===== src/ebs_pkg.sv =====
// Shared constants, carrier structs and state codes for the external bus strobe block.
package ebs_pkg;

   // Clock and access timing.
   localparam int unsigned CLK_PERIOD_NS  = 10;
   localparam int unsigned ACCESS_TIME_NS = 30;
   localparam logic [1:0]  ACCESS_CYCLES  =
      2'((ACCESS_TIME_NS + CLK_PERIOD_NS - 1) / CLK_PERIOD_NS);
   localparam logic [1:0]  ACCESS_LAST    = ACCESS_CYCLES - 2'h1;

   // Strap capture waits for the synchroniser to fill before it samples.
   localparam logic [1:0]  STRAP_SETTLE   = 2'h2;

   // Code map: the reset vector location and the top of internal code memory.
   localparam logic [19:0] RESET_VECTOR_ADDR = 20'h00000;
   localparam logic [19:0] INT_CODE_LIMIT    = 20'h0FFFF;

   // Layout of the synchronised pin vector.
   localparam int unsigned SYNC_W         = 18;
   localparam int unsigned SYNC_AD_LSB    = 0;
   localparam int unsigned SYNC_CODE_BIT  = 16;
   localparam int unsigned SYNC_WIDTH_BIT = 17;

   // Kind of bus request; the code 2'b11 is illegal and handled as a data read.
   typedef enum logic [1:0] {
      KIND_CODE   = 2'b00,
      KIND_DREAD  = 2'b01,
      KIND_DWRITE = 2'b10
   } ebs_kind_t;

   // One bus request from the core side.
   typedef struct packed {
      ebs_kind_t   kind;
      logic [19:0] addr;
      logic [15:0] wdata;
   } ebs_req_t;

   // Everything that goes out on the external bus pins.
   typedef struct packed {
      logic        ale;
      logic        program_fetch_strobe_n;
      logic        data_read_strobe_n;
      logic        low_byte_write_strobe_n;
      logic [3:0]  addr_hi;
      logic [15:0] ad;
      logic        ad_lo_oe;
      logic        ad_hi_oe;
   } ebs_pins_t;

   localparam ebs_pins_t PINS_IDLE = '{
      ale: 1'h0, program_fetch_strobe_n: 1'h1, data_read_strobe_n: 1'h1,
      low_byte_write_strobe_n: 1'h1, addr_hi: 4'h0, ad: 16'h0000,
      ad_lo_oe: 1'h0, ad_hi_oe: 1'h0};

   // Bus sequencer states; all eight codes are used.
   typedef enum logic [2:0] {
      ST_IDLE    = 3'b000,
      ST_ADDR    = 3'b001,
      ST_LATCH   = 3'b010,
      ST_ACCESS  = 3'b011,
      ST_END     = 3'b100,
      ST_INT     = 3'b101,
      ST_INTWAIT = 3'b110,
      ST_BOOT    = 3'b111
   } ebs_state_t;

endpackage


===== src/ebs_sync.sv =====
// Two-flop synchroniser for the bus data pins and the strap/wait pins.
`timescale 1ns/1ns
module ebs_sync
   import ebs_pkg::*;
(
   input  wire logic              clock_i,
   input  wire logic              arst_n_i,
   input  wire logic [SYNC_W-1:0] pins_i,
   output logic      [SYNC_W-1:0] sync_o
);

   typedef struct packed {
      logic [SYNC_W-1:0] meta;
      logic [SYNC_W-1:0] sync;
   } ebs_sync_state_t;

   ebs_sync_state_t s_q;
   ebs_sync_state_t s_d;

   // The first stage feeds only the second stage.
   always_comb begin
      s_d.meta = pins_i;
      s_d.sync = s_q.meta;
   end

   // Both stages clear to zero so the straps read as low until sampled.
   always_ff @(posedge clock_i or negedge arst_n_i) begin
      if (!arst_n_i) begin
         s_q <= '0;
      end else begin
         s_q <= s_d;
      end
   end

   assign sync_o = s_q.sync;

endmodule


===== src/ebs_strap_latch.sv =====
// Captures the code-source and bus-width straps once after reset release.
`timescale 1ns/1ns
module ebs_strap_latch
   import ebs_pkg::*;
(
   input  wire logic clock_i,
   input  wire logic arst_n_i,
   input  wire logic code_sync_i,
   input  wire logic width_sync_i,
   output logic      valid_o,
   output logic      code_source_o,
   output logic      bus_width_o
);

   typedef struct packed {
      logic [1:0] cnt;
      logic       valid;
      logic       code;
      logic       width;
   } ebs_strap_state_t;

   ebs_strap_state_t s_q;
   ebs_strap_state_t s_d;

   // Counting until the synchroniser holds the level seen at release, then freezing it.
   always_comb begin
      s_d = s_q;
      if (!s_q.valid) begin
         if (s_q.cnt == STRAP_SETTLE) begin
            s_d.valid = 1'h1;
            s_d.code  = code_sync_i;
            s_d.width = width_sync_i;
         end else begin
            s_d.cnt = s_q.cnt + 2'h1;
         end
      end
   end

   // Reset loads constants only; the straps are taken by the clocked path above.
   always_ff @(posedge clock_i or negedge arst_n_i) begin
      if (!arst_n_i) begin
         s_q <= '0;
      end else begin
         s_q <= s_d;
      end
   end

   assign valid_o       = s_q.valid;
   assign code_source_o = s_q.code;
   assign bus_width_o   = s_q.width;

endmodule


===== src/ebs_bus_ctrl.sv =====
// External bus sequencer: reset vector fetch, code source choice and bus strobes.
`timescale 1ns/1ns
module ebs_bus_ctrl
   import ebs_pkg::*;
(
   input  wire logic        clock_i,
   input  wire logic        arst_n_i,
   input  wire logic        code_source_strap_i,
   input  wire logic        bus_width_strap_i,
   input  wire logic [15:0] ad_i,
   input  wire logic        req_valid_i,
   input  wire ebs_req_t    req_i,
   input  wire logic [15:0] int_rdata_i,
   output logic             req_ready_o,
   output logic             resp_valid_o,
   output logic [15:0]      resp_data_o,
   output ebs_pins_t        bus_o,
   output logic             int_rd_o,
   output logic [19:0]      int_addr_o,
   output logic             running_o,
   output logic [19:0]      start_pc_o
);

   typedef struct packed {
      ebs_state_t  st;
      ebs_req_t    req;
      logic [1:0]  cnt;
      logic [15:0] rdata;
      logic        vector;
      logic        running;
      logic [19:0] start_pc;
      logic        resp_valid;
      logic [15:0] resp_data;
      logic        int_rd;
      logic [19:0] int_addr;
      ebs_pins_t   pins;
   } ebs_ctrl_state_t;

   localparam ebs_ctrl_state_t STATE_RESET = '{st: ST_BOOT, pins: PINS_IDLE, default: '0};

   ebs_ctrl_state_t   r_q;
   ebs_ctrl_state_t   r_d;
   logic [SYNC_W-1:0] pins_sync;
   logic [15:0]       ad_sync;
   logic              wait_sync;
   logic              straps_valid;
   logic              code_src;
   logic              bus16;
   logic              go;
   ebs_req_t          nxt;
   logic [15:0]       ret_data;

   // A code fetch stays inside only when the strap chose internal code and it fits.
   function automatic logic is_internal(input logic src, input logic [19:0] addr);
      return src && (addr <= INT_CODE_LIMIT);
   endfunction

   // Every pin that the outside drives goes through two flops first.
   ebs_sync u_sync (
      .clock_i  (clock_i),
      .arst_n_i (arst_n_i),
      .pins_i   ({bus_width_strap_i, code_source_strap_i, ad_i}),
      .sync_o   (pins_sync)
   );

   assign ad_sync   = pins_sync[SYNC_AD_LSB +: 16];
   assign wait_sync = pins_sync[SYNC_CODE_BIT] && straps_valid;

   ebs_strap_latch u_straps (
      .clock_i       (clock_i),
      .arst_n_i      (arst_n_i),
      .code_sync_i   (pins_sync[SYNC_CODE_BIT]),
      .width_sync_i  (pins_sync[SYNC_WIDTH_BIT]),
      .valid_o       (straps_valid),
      .code_source_o (code_src),
      .bus_width_o   (bus16)
   );

   // Sequencer. One request at a time; END gives a turnaround cycle before the next ALE.
   always_comb begin
      r_d            = r_q;
      r_d.resp_valid = 1'h0;
      r_d.int_rd     = 1'h0;
      go             = 1'h0;
      nxt            = req_i;
      ret_data       = r_q.rdata;
      unique case (r_q.st)
         ST_BOOT: begin
            if (straps_valid) begin
               go         = 1'h1;
               nxt        = '{kind: KIND_CODE, addr: RESET_VECTOR_ADDR, wdata: 16'h0000};
               r_d.vector = 1'h1;
            end
         end
         ST_IDLE: begin
            go = req_valid_i && r_q.running;
         end
         ST_ADDR: begin
            r_d.st       = ST_LATCH;
            r_d.pins.ale = 1'h0;
         end
         ST_LATCH: begin
            r_d.st  = ST_ACCESS;
            r_d.cnt = ACCESS_LAST;
            unique case (r_q.req.kind)
               KIND_CODE: begin
                  r_d.pins.program_fetch_strobe_n = 1'h0;
               end
               KIND_DWRITE: begin
                  r_d.pins.low_byte_write_strobe_n = 1'h0;
                  r_d.pins.ad = bus16 ? r_q.req.wdata
                                      : {r_q.req.addr[15:8], r_q.req.wdata[7:0]};
               end
               default: begin
                  r_d.pins.data_read_strobe_n = 1'h0;
               end
            endcase
            // Reads release the data lanes; an 8-bit bus keeps the upper address lanes.
            if (r_q.req.kind != KIND_DWRITE) begin
               r_d.pins.ad_lo_oe = 1'h0;
               r_d.pins.ad_hi_oe = !bus16;
            end
         end
         ST_ACCESS: begin
            if (r_q.cnt != 2'h0) begin
               r_d.cnt = r_q.cnt - 2'h1;
            end else if (!wait_sync) begin
               r_d.st    = ST_END;
               r_d.pins  = PINS_IDLE;
               r_d.rdata = (r_q.req.kind == KIND_DWRITE) ? 16'h0000 :
                           bus16 ? ad_sync : {8'h00, ad_sync[7:0]};
            end
         end
         ST_INT: begin
            r_d.st = ST_INTWAIT;
         end
         ST_END, ST_INTWAIT: begin
            if (r_q.st == ST_INTWAIT) begin
               ret_data = int_rdata_i;
            end
            r_d.st = ST_IDLE;
            if (r_q.vector) begin
               r_d.vector   = 1'h0;
               r_d.running  = 1'h1;
               r_d.start_pc = {4'h0, ret_data};
            end else begin
               r_d.resp_valid = 1'h1;
               r_d.resp_data  = ret_data;
            end
         end
      endcase
      // Launch: internal code goes to the code memory port, the rest to the pins.
      if (go) begin
         r_d.req = nxt;
         if ((nxt.kind == KIND_CODE) && is_internal(code_src, nxt.addr)) begin
            r_d.st       = ST_INT;
            r_d.int_rd   = 1'h1;
            r_d.int_addr = nxt.addr;
         end else begin
            r_d.st            = ST_ADDR;
            r_d.pins.ale      = 1'h1;
            r_d.pins.ad       = nxt.addr[15:0];
            r_d.pins.addr_hi  = nxt.addr[19:16];
            r_d.pins.ad_lo_oe = 1'h1;
            r_d.pins.ad_hi_oe = 1'h1;
         end
      end
   end

   // Reset holds every pin at its idle level until the straps are in.
   always_ff @(posedge clock_i or negedge arst_n_i) begin
      if (!arst_n_i) begin
         r_q <= STATE_RESET;
      end else begin
         r_q <= r_d;
      end
   end

   // Ready is combinational so a request can be taken in the first idle cycle.
   assign req_ready_o  = (r_q.st == ST_IDLE) && r_q.running;
   assign resp_valid_o = r_q.resp_valid;
   assign resp_data_o  = r_q.resp_data;
   assign bus_o        = r_q.pins;
   assign int_rd_o     = r_q.int_rd;
   assign int_addr_o   = r_q.int_addr;
   assign running_o    = r_q.running;
   assign start_pc_o   = r_q.start_pc;
endmodule


===== config.mk =====
export PLATFORM = sky130hd
export DESIGN_NAME = ebs_bus_ctrl
export DESIGN_NICKNAME = d
export VERILOG_FILES = /design/src/ebs_pkg.sv /design/src/ebs_sync.sv /design/src/ebs_strap_latch.sv /design/src/ebs_bus_ctrl.sv
export SDC_FILE = /design/constraint.sdc
export NUM_CORES = 1
export LEC_CHECK = 0
export ABC_AREA = 1
export BUFFER_PORTS_ARGS = -buffer_cell sky130_fd_sc_hd__clkbuf_2
export CAP_MARGIN = 20
export CELL_PAD_IN_SITES_DETAIL_PLACEMENT = 1
export CELL_PAD_IN_SITES_GLOBAL_PLACEMENT = 2
export CORE_MARGIN = 1.5
export CORE_UTILIZATION = 33
export CTS_CLUSTER_SIZE = 20
export DETAILED_ROUTE_END_ITERATION = 12
export PLACE_DENSITY = 0.82
export SLEW_MARGIN = 5
export SYNTH_ARGS = -nofsm -noshare
export SYNTH_HDL_FRONTEND = slang
export SYNTH_SLANG_ARGS = --single-unit

===== constraint.sdc =====
create_clock -name clock_i -period 2.17 [get_ports clock_i]
set_input_delay 0.3255 -clock clock_i [delete_from_list [all_inputs] [get_ports clock_i]]
set_output_delay 0.3255 -clock clock_i [all_outputs]
set_load 0.005 [all_outputs]

==> impl_results.md, run 1 <==
- Clock-pin slew on the worst setup and hold paths: roughly 70 ps
- Fin crit period: ~2000 ps
- Syn. warnings: 0
- Per-cell routed wire length: around 16 um
- HPWL Detailed: 14100 um
- Slack of the worst reg-to-reg path: ~270 ps
- WL final: ~19000 um
- EDFF count, synth: 0
- CP delay by family, top: simple AND/OR/NAND/NOR gates
- Area Growth Syn to Fin: 17.9%
- CP Launch Type: flip-flop
- FF-to-FF End: int_addr_o[6]
- Worst path slowest cell: dfstp_2
- Tightest Hold Check Type: in -> reg
- Die area: roughly 0.024 mm^2
- CP required: ~1800 ps
- Post-synthesis sequential area ratio: 0.571
- Chip Height: between 150 and 200 um
- Hold WS: 112 ps
- Vias/cell: around 4.5
- VDD IR max: 0.550 mV
- CP Cell Sequence: nor2_1, nand2_1, nor2_4, clkbuf_2
- GPL Wtd Cong: 0.793
- Status: finished, final reports clean
- Worst r2r path cells: 8
- Pwr/cell area: between 1000 and 1500 mW/mm^2
- Initial Util: 0.339
- Initial antenna violation count: 0
- Fraction of registers with async set/reset: 1.00
- Final Total Pwr: 0.0112 W
- Cells after DPL: ~1200
- Top-level I/O count: about 160
- Drt first pass iters: 4
- Leakage: between 4 and 5 nW
- Nets@finish: slightly above 1000
- CTS tree: yes
- Post-Layout Cell Count: 1224
- Crit. Startpoint: r_q[142]
- Total core area: approximately 0.022 mm^2
- Slowest stage delay, CP: around 410 ps
- Crit path capture type: output port
- RSZ-0062 raised after global routing: no
- Max Buffers Root-to-Sink: 2
- Seq cells post-synth: 170
- Final setup viols: 0
- Root Buffer: clkbuf_16
- Share of cells above drive strength 1: 0.247
- Fill cell count: between 2000 and 3000
- IO Port Bufs: ~160
- Max Transition Viols Final: 0
- Ant diodes: 0
- GRT Total Usage: 0.172
- Period utilization: 0.923
- Largest net degree at the start of global routing: 47
- Number of global-route vias before repair: 5756
- Yosys cell types: 34
- Vias: approximately 5500
- Setup Fix Bufs, Post-CTS: 0
- H-tree Lvls: 4
- DP Area: 0.00800 mm^2
- Share of the synthesized area in the top cell type: 0.549
- Mapped Avg Cell Area: around 9 um^2
- Grt total ovfl: 0
- Most common flop cell mapped by yosys: dfrtp_1
- CTS Sinks: 170
- Clock latency at the later pin of the worst-skew pair: ~440 ps
- WP data arrival: ~1700 ps
- Final Cell Area: around 0.0088 mm^2
- Final Hold Viols: 0
- Remaining antenna violation count after routing: 0
- Cell Area, Synth: 0.00747 mm^2
- Worst path depth: 4
- Clock skew: around 14 ps
- Bufs and invs on worst path: 1
- Max Fanout on Critical Path: 17
- Max_cap viols: 0
- Setup TNS: 0 ps
- Synth area leader: dfrtp_1
- Worst Setup EP: req_ready_o
- Drt drc: 0
- Crit path kind: reg -> out
- Synth top area cells: dfrtp_1 (55%), nand2_1 (12%), buf_4 (9.1%)
- TritonCTS Buffers: 17
- 1st-iter DRT viols: approximately 250
- R2R Path Start: r_q[144]
- Die W: ~150 um
- FP Rows: 54
- First-pass GRT wire length: roughly 31000 um
- F_max: around 500 MHz
- Syn Inst Count: about 830
[tightest hold or removal path: cells and delay by family]
kind,cells,cell delay [ps]
simple gates,2,110
buf+inv,1,80
[flip-flops by register name, indices dropped and copies added, names as in the netlist]
register	cells
u_sync.s_d	18
bus_o	26
u_straps.valid_o	1
resp_valid_o	1
resp_data_o	16
u_straps.s_q	2
u_straps.bus_width_o	1
start_pc_o	16
int_rd_o	1
u_sync.sync_o	18
running_o	1
u_straps.code_source_o	1
r_q	48
int_addr_o	20
[layout by cell type (no fill, tap or decap), drive strengths merged]
cell type and count:
a22oi 1, dfrtp 164, nand3b 3, a31oi 1, nor2 42, dfstp 6
a21oi 5, ha 2, o22ai 8, clkbuf 176, nand2 231, bufinv 2
clkinv 8, nor3 1, nand3 57, buf 24, nand4 10, xor2 1
mux2 1, o21ai 98, inv 78, o31ai 1, clkinvlp 1, conb 4
dlygate4sd3 19
[Yosys cell counts (2+ instances only)]
cell type,n
a21oi_1,4
o21ai_1,3
inv_1,73
ha_1,2
dfstp_2,6
nor2_2,4
clkbuf_2,2
nor2_1,36
nand3_1,56
o21ai_0,95
clkbuf_1,16
o22ai_1,8
buf_4,91
nand2_2,2
inv_2,3
dfrtp_1,164
nand3b_1,2
nand4_1,9
buf_2,10
clkinv_1,2
nor2_4,2
nand2_1,229
[worst min-delay path by stage]
stage,to,depth (start not counted),from,slack [ps]
2_1_floorplan,bus_o[0],0,arst_n_i,30
3_3_place_gp,u_sync.s_d[11],1,arst_n_i,290
3_5_place_dp,u_sync.s_d[11],1,arst_n_i,290
4_1_cts,r_q[106],3,req_i[2],100
5_1_grt,r_q[104],3,req_i[0],100
6_report,r_q[106],3,req_i[2],110
[layout make-up]
type | instances | area [um^2] | share of cell area
multi-input combinational | 466 | 2120 | 0.241
tap | 280 | 350 | 0.0398
clock buffer | 21 | 470 | 0.0534
sequential | 170 | 4260 | 0.484
clock inverter | 11 | 136 | 0.0155
timing repair buffer | 198 | 1170 | 0.133
inverter | 78 | 293 | 0.0332
[report_power, final]
group	internal, W	switching [W]
registers	0.00413	0.000510
clock network	0.00181	0.00129
logic	0.00127	0.00217
[cells by family (layout without fill, tap and decap cells)]
logic type	Yosys count	count (layout)	share of synthesized area
and+or+nand+nor	344	344	0.196
buffers and inverters	198	308	0.148
DFF	170	170	0.571
AOI/OAI and AO/OA	114	114	0.0791
adders and majority gates	2	2	0.00335
other	1	4	0.000502
xor gates and xnor gates	1	1	0.00117
muxes	1	1	0.00151
[layer usage]
layer | track usage | vias up | wire length, um | part of all wire
li1 | - | 2739 | - | -
met3 | 0.0346 | 17 | 741 | 0.039
met1 | 0.247 | 2643 | 9540 | 0.50
met5 | 0 | - | 0 | 0
met4 | 0.0490 | 0 | 227 | 0.012
met2 | 0.265 | 121 | 8670 | 0.45
[what timing repair did]
item | 4_1_cts | 5_1_grt
resized for setup | 1 | 0
setup endpoints to repair | 1 | 0
hold endpoints to repair | 57 | 0
hold buffers | 19 | 0
[stage by stage]
stage	worst slack, ps	utilization
after floorplan	512	-
after global placement	312	0.363
after detailed placement	241	0.363
after CTS	145	0.400
after global routing	34.4	0.400
final	167	0.400
Power figures use the tool's default switching activity.
==> run 2: changes to the inputs <==
SYNTH_HIERARCHICAL = 1   (was unset)
==> impl_results.md, run 2 <==
- Adder-cell area share of the yosys netlist: 0.00327 (was 0.00335)
- Top-level I/O count: 161 (unchanged)
- Share of cells above drive strength 1: 0.239 (was 0.247)
- Initial antenna violation count: 0 (unchanged)
- TritonCTS Buffers: 17 (unchanged)
- GRT Total Usage: 0.170 (was 0.172)
- Number of global-route vias before repair: 5893 (was 5756)
- Grt total ovfl: 0 (unchanged)
- Tightest Pin Transition: ~630 ps
- IO Port Bufs: 156 (unchanged)
- Chip Height: 155 um (was 153 um)
- CTS Sinks: 170 (unchanged)
- Initial Util: 0.337 (was 0.339)
- Leakage: 4.80 nW (was 4.74 nW)
- Period utilization: 0.879 (was 0.923)
- Ant diodes: 0 (unchanged)
- First-pass GRT wire length: 31700 um (was 31300 um)
- Clock skew: 12.5 ps (was 13.7 ps)
- Rel. slew slack: 0.579
- CP required: 1840 ps (about the same)
- Final setup viols: 0 (unchanged)
- Largest net degree at the start of global routing: 55 (was 47)
- Largest register by flop count: r_q (unchanged)
- Seq cells post-synth: 170 (unchanged)
- 1st-iter DRT viols: 306 (was 248)
- Most frequent cell after synthesis: nand2_1 (unchanged)
- Hold WS: 27.6 ps (was 112 ps)
- Drt first pass iters: 4 (unchanged)
- FP Rows: 55 (was 54)
- Syn. warnings: 6 (was 0)
- GPL Wtd Cong: 0.759 (was 0.793)
- Post-Synth XOR/XNOR Area: 0 (was 0.00117)
- Max Transition Viols Final: 0 (unchanged)
- Cell Area, Synth: 0.00765 mm^2 (was 0.00747 mm^2)
- Most frequent cells in the layout: nand2_1 (246), dfrtp_1 (164), clkbuf_2 (155) (was nand2_1 (229), dfrtp_1 (164), clkbuf_2 (155))
- Synth Area in Compound Gates: 0.0962 (was 0.0791)
- Syn Inst Count: 862 (was 831)
- HPWL Detailed: 13800 um (was 14100 um)
- Synth top area cells: dfrtp_1 (54%), nand2_1 (12%), buf_4 (8.4%) (was dfrtp_1 (55%), nand2_1 (12%), buf_4 (9.1%))
- Post-CTS sizing: 0 (was 1)
- Area Growth Syn to Fin: 17.9% (about the same)
- Clock latency at the later pin of the worst-skew pair: 430 ps (was 440 ps)
- Crit path capture type: output port (unchanged)
- Post-synthesis sequential area ratio: 0.557 (was 0.571)
- Mux contribution to synthesized area: 0 (was 0.00151)
- Yosys cell types: 34 (unchanged)
- Clock-pin slew on the worst setup and hold paths: 70 ps (about the same)
- Commonest non-fill, non-tap cell in the layout: nand2_1 (unchanged)
- Largest family of logic cells by synthesized area: simple AND/OR/NAND/NOR gates (unchanged)
- Share of the synthesized area in the top cell type: 0.537 (was 0.549)
- Die W: 155 um (was 153 um)
- H-tree Lvls: 4 (unchanged)
- Simple-gate share of the synthesized area: 0.199 (was 0.196)
- Total core area: 0.0227 mm^2 (was 0.0220 mm^2)
- Max reg flops: 48 (unchanged)
- Synth cell count leaders: nand2_1 (246), dfrtp_1 (164), o21ai_0 (96), buf_4 (86), inv_1 (75) (was nand2_1 (229), dfrtp_1 (164), o21ai_0 (95), buf_4 (91), inv_1 (73))
- Drt drc: 0 (unchanged)
- F_max: 524 MHz (was 499 MHz)
- CP Launch Type: flip-flop (unchanged)
- Mapped Avg Cell Area: 8.87 um^2 (was 8.99 um^2)
- Root Buffer: clkbuf_16 (unchanged)
- Crit path kind: reg -> out (unchanged)
- Setup Fix Bufs, Post-CTS: 0 (unchanged)
- WP data arrival: 1580 ps (was 1680 ps)
- Vias/cell: 4.54 (was 4.51)
- Tightest Hold Check Type: in -> reg (unchanged)
- WL final: 19500 um (was 19200 um)
- Nets@finish: 1038 (was 1008)
- VDD IR max: 0.471 mV (was 0.550 mV)
- Fin crit period: 1910 ps (was 2000 ps)
- CTS tree: yes (unchanged)
- Die area: 0.0241 mm^2 (was 0.0235 mm^2)
- Remaining antenna violation count after routing: 0 (unchanged)
- Hold-fix buffer count after cts: 15 (was 19)
- Setup TNS: 0 ps (unchanged)
- Max_cap viols: 0 (unchanged)
- Synth area leader: dfrtp_1 (unchanged)
- Vias: 5719 (was 5520)
- Per-cell routed wire length: 15.5 um (was 15.7 um)
- Most common flop cell mapped by yosys: dfrtp_1 (unchanged)
- Pwr/cell area: 732 mW/mm^2 (was 1270 mW/mm^2)
- Fraction of registers with async set/reset: 1.00 (unchanged)
- RSZ-0062 raised after global routing: no (unchanged)
- Final Hold Viols: 0 (unchanged)
- Max Fanout on Critical Path: 7 (was 17)
- Status: finished, final reports clean (unchanged)
- Max Buffers Root-to-Sink: 2 (unchanged)
- EDFF count, synth: 0 (unchanged)
run 2: cells by family after synthesis:
logic type	count (synthesis)
flops	170
simple gates	361
other cells	1
buf+inv	199
fa+ha+maj	2
compound gates	129
run 2: routing by layer:
| layer | wire, um | vias to the layer above | track usage |
|---|---|---|---|
| li1 | - | 2845 | - |
| met5 | 0 | - | 0 |
| met3 | 1090 | 10 | 0.0412 |
| met4 | 161 | 0 | 0.0490 |
| met1 | 9460 | 2722 | 0.238 |
| met2 | 8830 | 142 | 0.263 |
run 2: worst paths after layout:
check,startpoint,to,slack (ps),cells after the start
setup / recovery,r_q[142],req_ready_o,260,4
hold / removal,bus_width_strap_i,u_sync/s_d[17],30,1
setup reg to reg,r_q[144],bus_o[21],290,7
hold reg to reg,u_sync/s_d[17],u_sync/sync_o[17],350,0
max in group asynchronous,arst_n_i,start_pc_o[0],1030,3
min in group asynchronous,arst_n_i,int_addr_o[12],420,2
run 2: metrics by stage:
stage	util	instances	instance area [um^2]	power [W]	setup WS, ps
after floorplan	-	865	7660	0.00331	474
after global routing	0.397	1259	9020	0.00687	141
after detailed placement	0.362	1210	8220	0.00349	288
final	0.397	1259	9020	0.00660	262
after CTS	0.396	1257	9000	0.00671	265
after global placement	0.362	1210	8220	0.00348	346
run 2: power breakdown:
| part | leakage [nW] | total (W) | internal [W] | switching (W) |
|---|---|---|---|---|
| Combinational | 2.35 | 0.000222 | 0.0000906 | 0.000132 |
| Clock | 0.298 | 0.00316 | 0.00168 | 0.00149 |
| Sequential | 2.15 | 0.00322 | 0.00320 | 0.0000165 |
run 2: final cells by class:
| type | instances | area, um^2 |
|---|---|---|
| Fill cell | 2731 | 13700 |
| Sequential cell | 170 | 4260 |
| Multi-Input combinational cell | 496 | 2300 |
| Timing Repair Buffer | 195 | 1170 |
| Clock buffer | 17 | 425 |
| Tap cell | 285 | 357 |
| Inverter | 81 | 304 |
| Clock inverter | 15 | 201 |
run 2: worst max-delay path: stages, from the launching register on:
cell and delay [ps]:
dfstp_2 610, inv_1 130, nand2_1 220, nor2_1 80
clkbuf_2 120
==> run 3: changes to the inputs <==
PLACE_DENSITY = unset   (was 0.82)
PLACE_DENSITY_LB_ADDON = 0.12   (was unset)
SETUP_SLACK_MARGIN = 0.2   (was unset)
==> impl_results.md, run 3 (synthesis gave the netlist of run 2 again) <==
- Min-Delay Endpoint: u_sync/s_d[12] (was u_sync/s_d[17])
- Share of cells above drive strength 1: 0.244 (was 0.239)
- F_max: 526 MHz (was 524 MHz)
- IO Port Bufs: 156 (unchanged)
- GPL Wtd Cong: 0.759 (about the same)
- Max_cap viols: 0 (unchanged)
- Vias/cell: 4.70 (was 4.54)
- DP Area: 0.00821 mm^2 (was 0.00822 mm^2)
- Fill cell count: 2696 (was 2731)
- Sw Share: 0.226 (was 0.248)
- Worst path depth: 7 (was 4)
- CP required: 2540 ps (was 1840 ps)
- GRT Total Usage: 0.179 (was 0.170)
- Ant diodes: 0 (unchanged)
- R2R Path Start: r_q[143] (was r_q[144])
- First-pass GRT wire length: 33500 um (was 31700 um)
- Final worst slack: 268 ps (was 262 ps)
- Bufs and invs on worst path: 1 (was 2)
- Clk pwr share: 0.483 (was 0.479)
- Slowest stage delay, CP: 640 ps (was 610 ps)
- Total core area: 0.0227 mm^2 (unchanged)
- Final Hold Viols: 0 (unchanged)
- RSZ-0062 raised after global routing: yes (was no)
- Initial antenna violation count: 0 (unchanged)
- TritonCTS Buffers: 17 (unchanged)
- Internal: 0.00515 W (was 0.00497 W)
- Most frequent cells in the layout: nand2_1 (245), dfrtp_1 (164), clkbuf_2 (155) (was nand2_1 (246), dfrtp_1 (164), clkbuf_2 (155))
- H-tree Lvls: 4 (unchanged)
- Per-cell routed wire length: 16.5 um (was 15.5 um)
- Clock-pin slew on the worst setup and hold paths: 70 ps (about the same)
- Commonest non-fill, non-tap cell in the layout: nand2_1 (unchanged)
- Area Growth Syn to Fin: 18.5% (was 17.9%)
- 1st-iter DRT viols: 236 (was 306)
- Nets@finish: 1041 (was 1038)
- Rel. slew slack: 0.514 (was 0.579)
- Clock skew: 14.5 ps (was 12.5 ps)
- Drt first pass iters: 4 (unchanged)
- Pwr/cell area: 734 mW/mm^2 (was 732 mW/mm^2)
- Max Buffers Root-to-Sink: 2 (unchanged)
- Crit path kind: reg -> reg (was reg -> out)
- Origin of the worst min-delay path: ad_i[12] (was bus_width_strap_i)
- Vias: 5937 (was 5719)
- Worst r2r path cells: 7 (unchanged)
- Max Fanout on Critical Path: 16 (was 7)
- Pre-CTS WS: 225 ps (was 288 ps)
- FP Rows: 55 (unchanged)
- Comb pwr share: 0.033 (was 0.034)
- Tightest Hold Check Type: in -> reg (unchanged)
- Hold WS: 25.6 ps (was 27.6 ps)
- Clock latency at the later pin of the worst-skew pair: 430 ps (about the same)
- Remaining antenna violation count after routing: 0 (unchanged)
- Period utilization: 0.876 (was 0.879)
- Tightest Pin Transition: 729 ps (was 631 ps)
- Worst path slowest cell: dfstp_2 (unchanged)
- HPWL Detailed: 14400 um (was 13800 um)
- Final Cell Area: 0.00906 mm^2 (was 0.00902 mm^2)
- Die area: 0.0241 mm^2 (unchanged)
- WL final: 20800 um (was 19500 um)
- Sequential share of power: 0.484 (was 0.487)
- Top-level I/O count: 161 (unchanged)
- Number of global-route vias before repair: 6257 (was 5893)
- CP Cell Sequence: nand4_4, o21ai_1, nand2_2, nor2_8, buf_4, nand3_1, nand2_1 (was inv_1, nand2_1, nor2_1, clkbuf_2)
- VDD IR max: 0.479 mV (was 0.471 mV)
- Fin crit period: 1900 ps (was 1910 ps)
- Final setup viols: 0 (unchanged)
- Hold Path Stages: 1 (unchanged)
- Largest net degree at the start of global routing: 63 (was 55)
- Slack of the worst reg-to-reg path: 270 ps (was 290 ps)
- Largest register by flop count: r_q (unchanged)
- Grt total ovfl: 0 (unchanged)
- Total net switching power: 0.00151 W (was 0.00164 W)
- CP delay by family, top: simple AND/OR/NAND/NOR gates (was flip-flops)
- Leakage: 4.79 nW (was 4.80 nW)
- Initial Util: 0.337 (unchanged)
- Drt drc: 0 (unchanged)
- CTS tree: yes (unchanged)
- Max reg flops: 48 (unchanged)
- CP Launch Type: flip-flop (unchanged)
- Status: finished, final reports clean (unchanged)
- Crit path capture type: flip-flop (was output port)
- Max Transition Viols Final: 0 (unchanged)
- Root Buffer: clkbuf_16 (unchanged)
- Chip Height: 155 um (unchanged)
- Die W: 155 um (unchanged)
- WP data arrival: 2270 ps (was 1580 ps)
- CTS Sinks: 170 (unchanged)
- Setup TNS: 0 ps (unchanged)
- FF-to-FF End: int_addr_o[1] (was bus_o[21])
## run 3: worst max path at each step
stage	startpoint	end
floorplan	r_q[143]	r_q[100]
global placement	r_q[143]	bus_o[20]
detailed placement	r_q[143]	bus_o[14]
CTS	r_q[143]	r_q[88]
global route	r_q[143]	int_addr_o[0]
finish	r_q[143]	int_addr_o[1]
## run 3: cell type report
| class | instances | area, um^2 | share of cell area |
|---|---|---|---|
| timing repair inverter | 1 | 7.51 | 0.000828 |
| timing repair buffer | 197 | 1190 | 0.131 |
| tap | 285 | 357 | 0.0393 |
| multi-input combinational | 496 | 2320 | 0.256 |
| clock inverter | 13 | 185 | 0.0204 |
| inverter | 81 | 308 | 0.0340 |
| clock buffer | 19 | 433 | 0.0478 |
| sequential | 170 | 4260 | 0.470 |
## run 3: worst reg2reg max path, delay by kind of cell (launching register included)
kind | cells | cell delay [ps]
simple gates | 5 | 720
buf+inv | 1 | 250
compound gates | 1 | 250
flops | 1 | 640
## run 3: per-stage QoR
step                      utilization  power (W)  instances
after floorplan                     -    0.00331        865
after detailed placement        0.362    0.00349       1209
after global placement          0.362    0.00348       1209
final                           0.399    0.00666       1262
after global routing            0.399    0.00692       1262
after CTS                       0.394    0.00676       1252
## run 3: timing repair
item | 4_1_cts | 5_1_grt
hold buffers | 11 | 5
resized for setup | 0 | 8
hold endpoints to repair | 22 | 5
endpoints found under the setup margin | 0 | 60
setup buffers | 0 | 4
## run 3: layer usage
metal | GRT usage | up-vias | routed length (um)
met4 | 0.0458 | 0 | 243
li1 | - | 2859 | -
met5 | 0 | - | 0
met1 | 0.228 | 2909 | 9230
met3 | 0.0401 | 18 | 1050
met2 | 0.309 | 151 | 10300
## run 3: power groups by stage
| stage | combinational, W | sequential, W | clock [W] |
|---|---|---|---|
| finish | 0.000221 | 0.00322 | 0.00321 |
| global route | 0.000249 | 0.00322 | 0.00345 |
| CTS | 0.000222 | 0.00322 | 0.00332 |
| detailed placement | 0.000204 | 0.00328 | 0 |
| global placement | 0.000197 | 0.00328 | 0 |
| floorplan | 0.0000415 | 0.00327 | 0 |
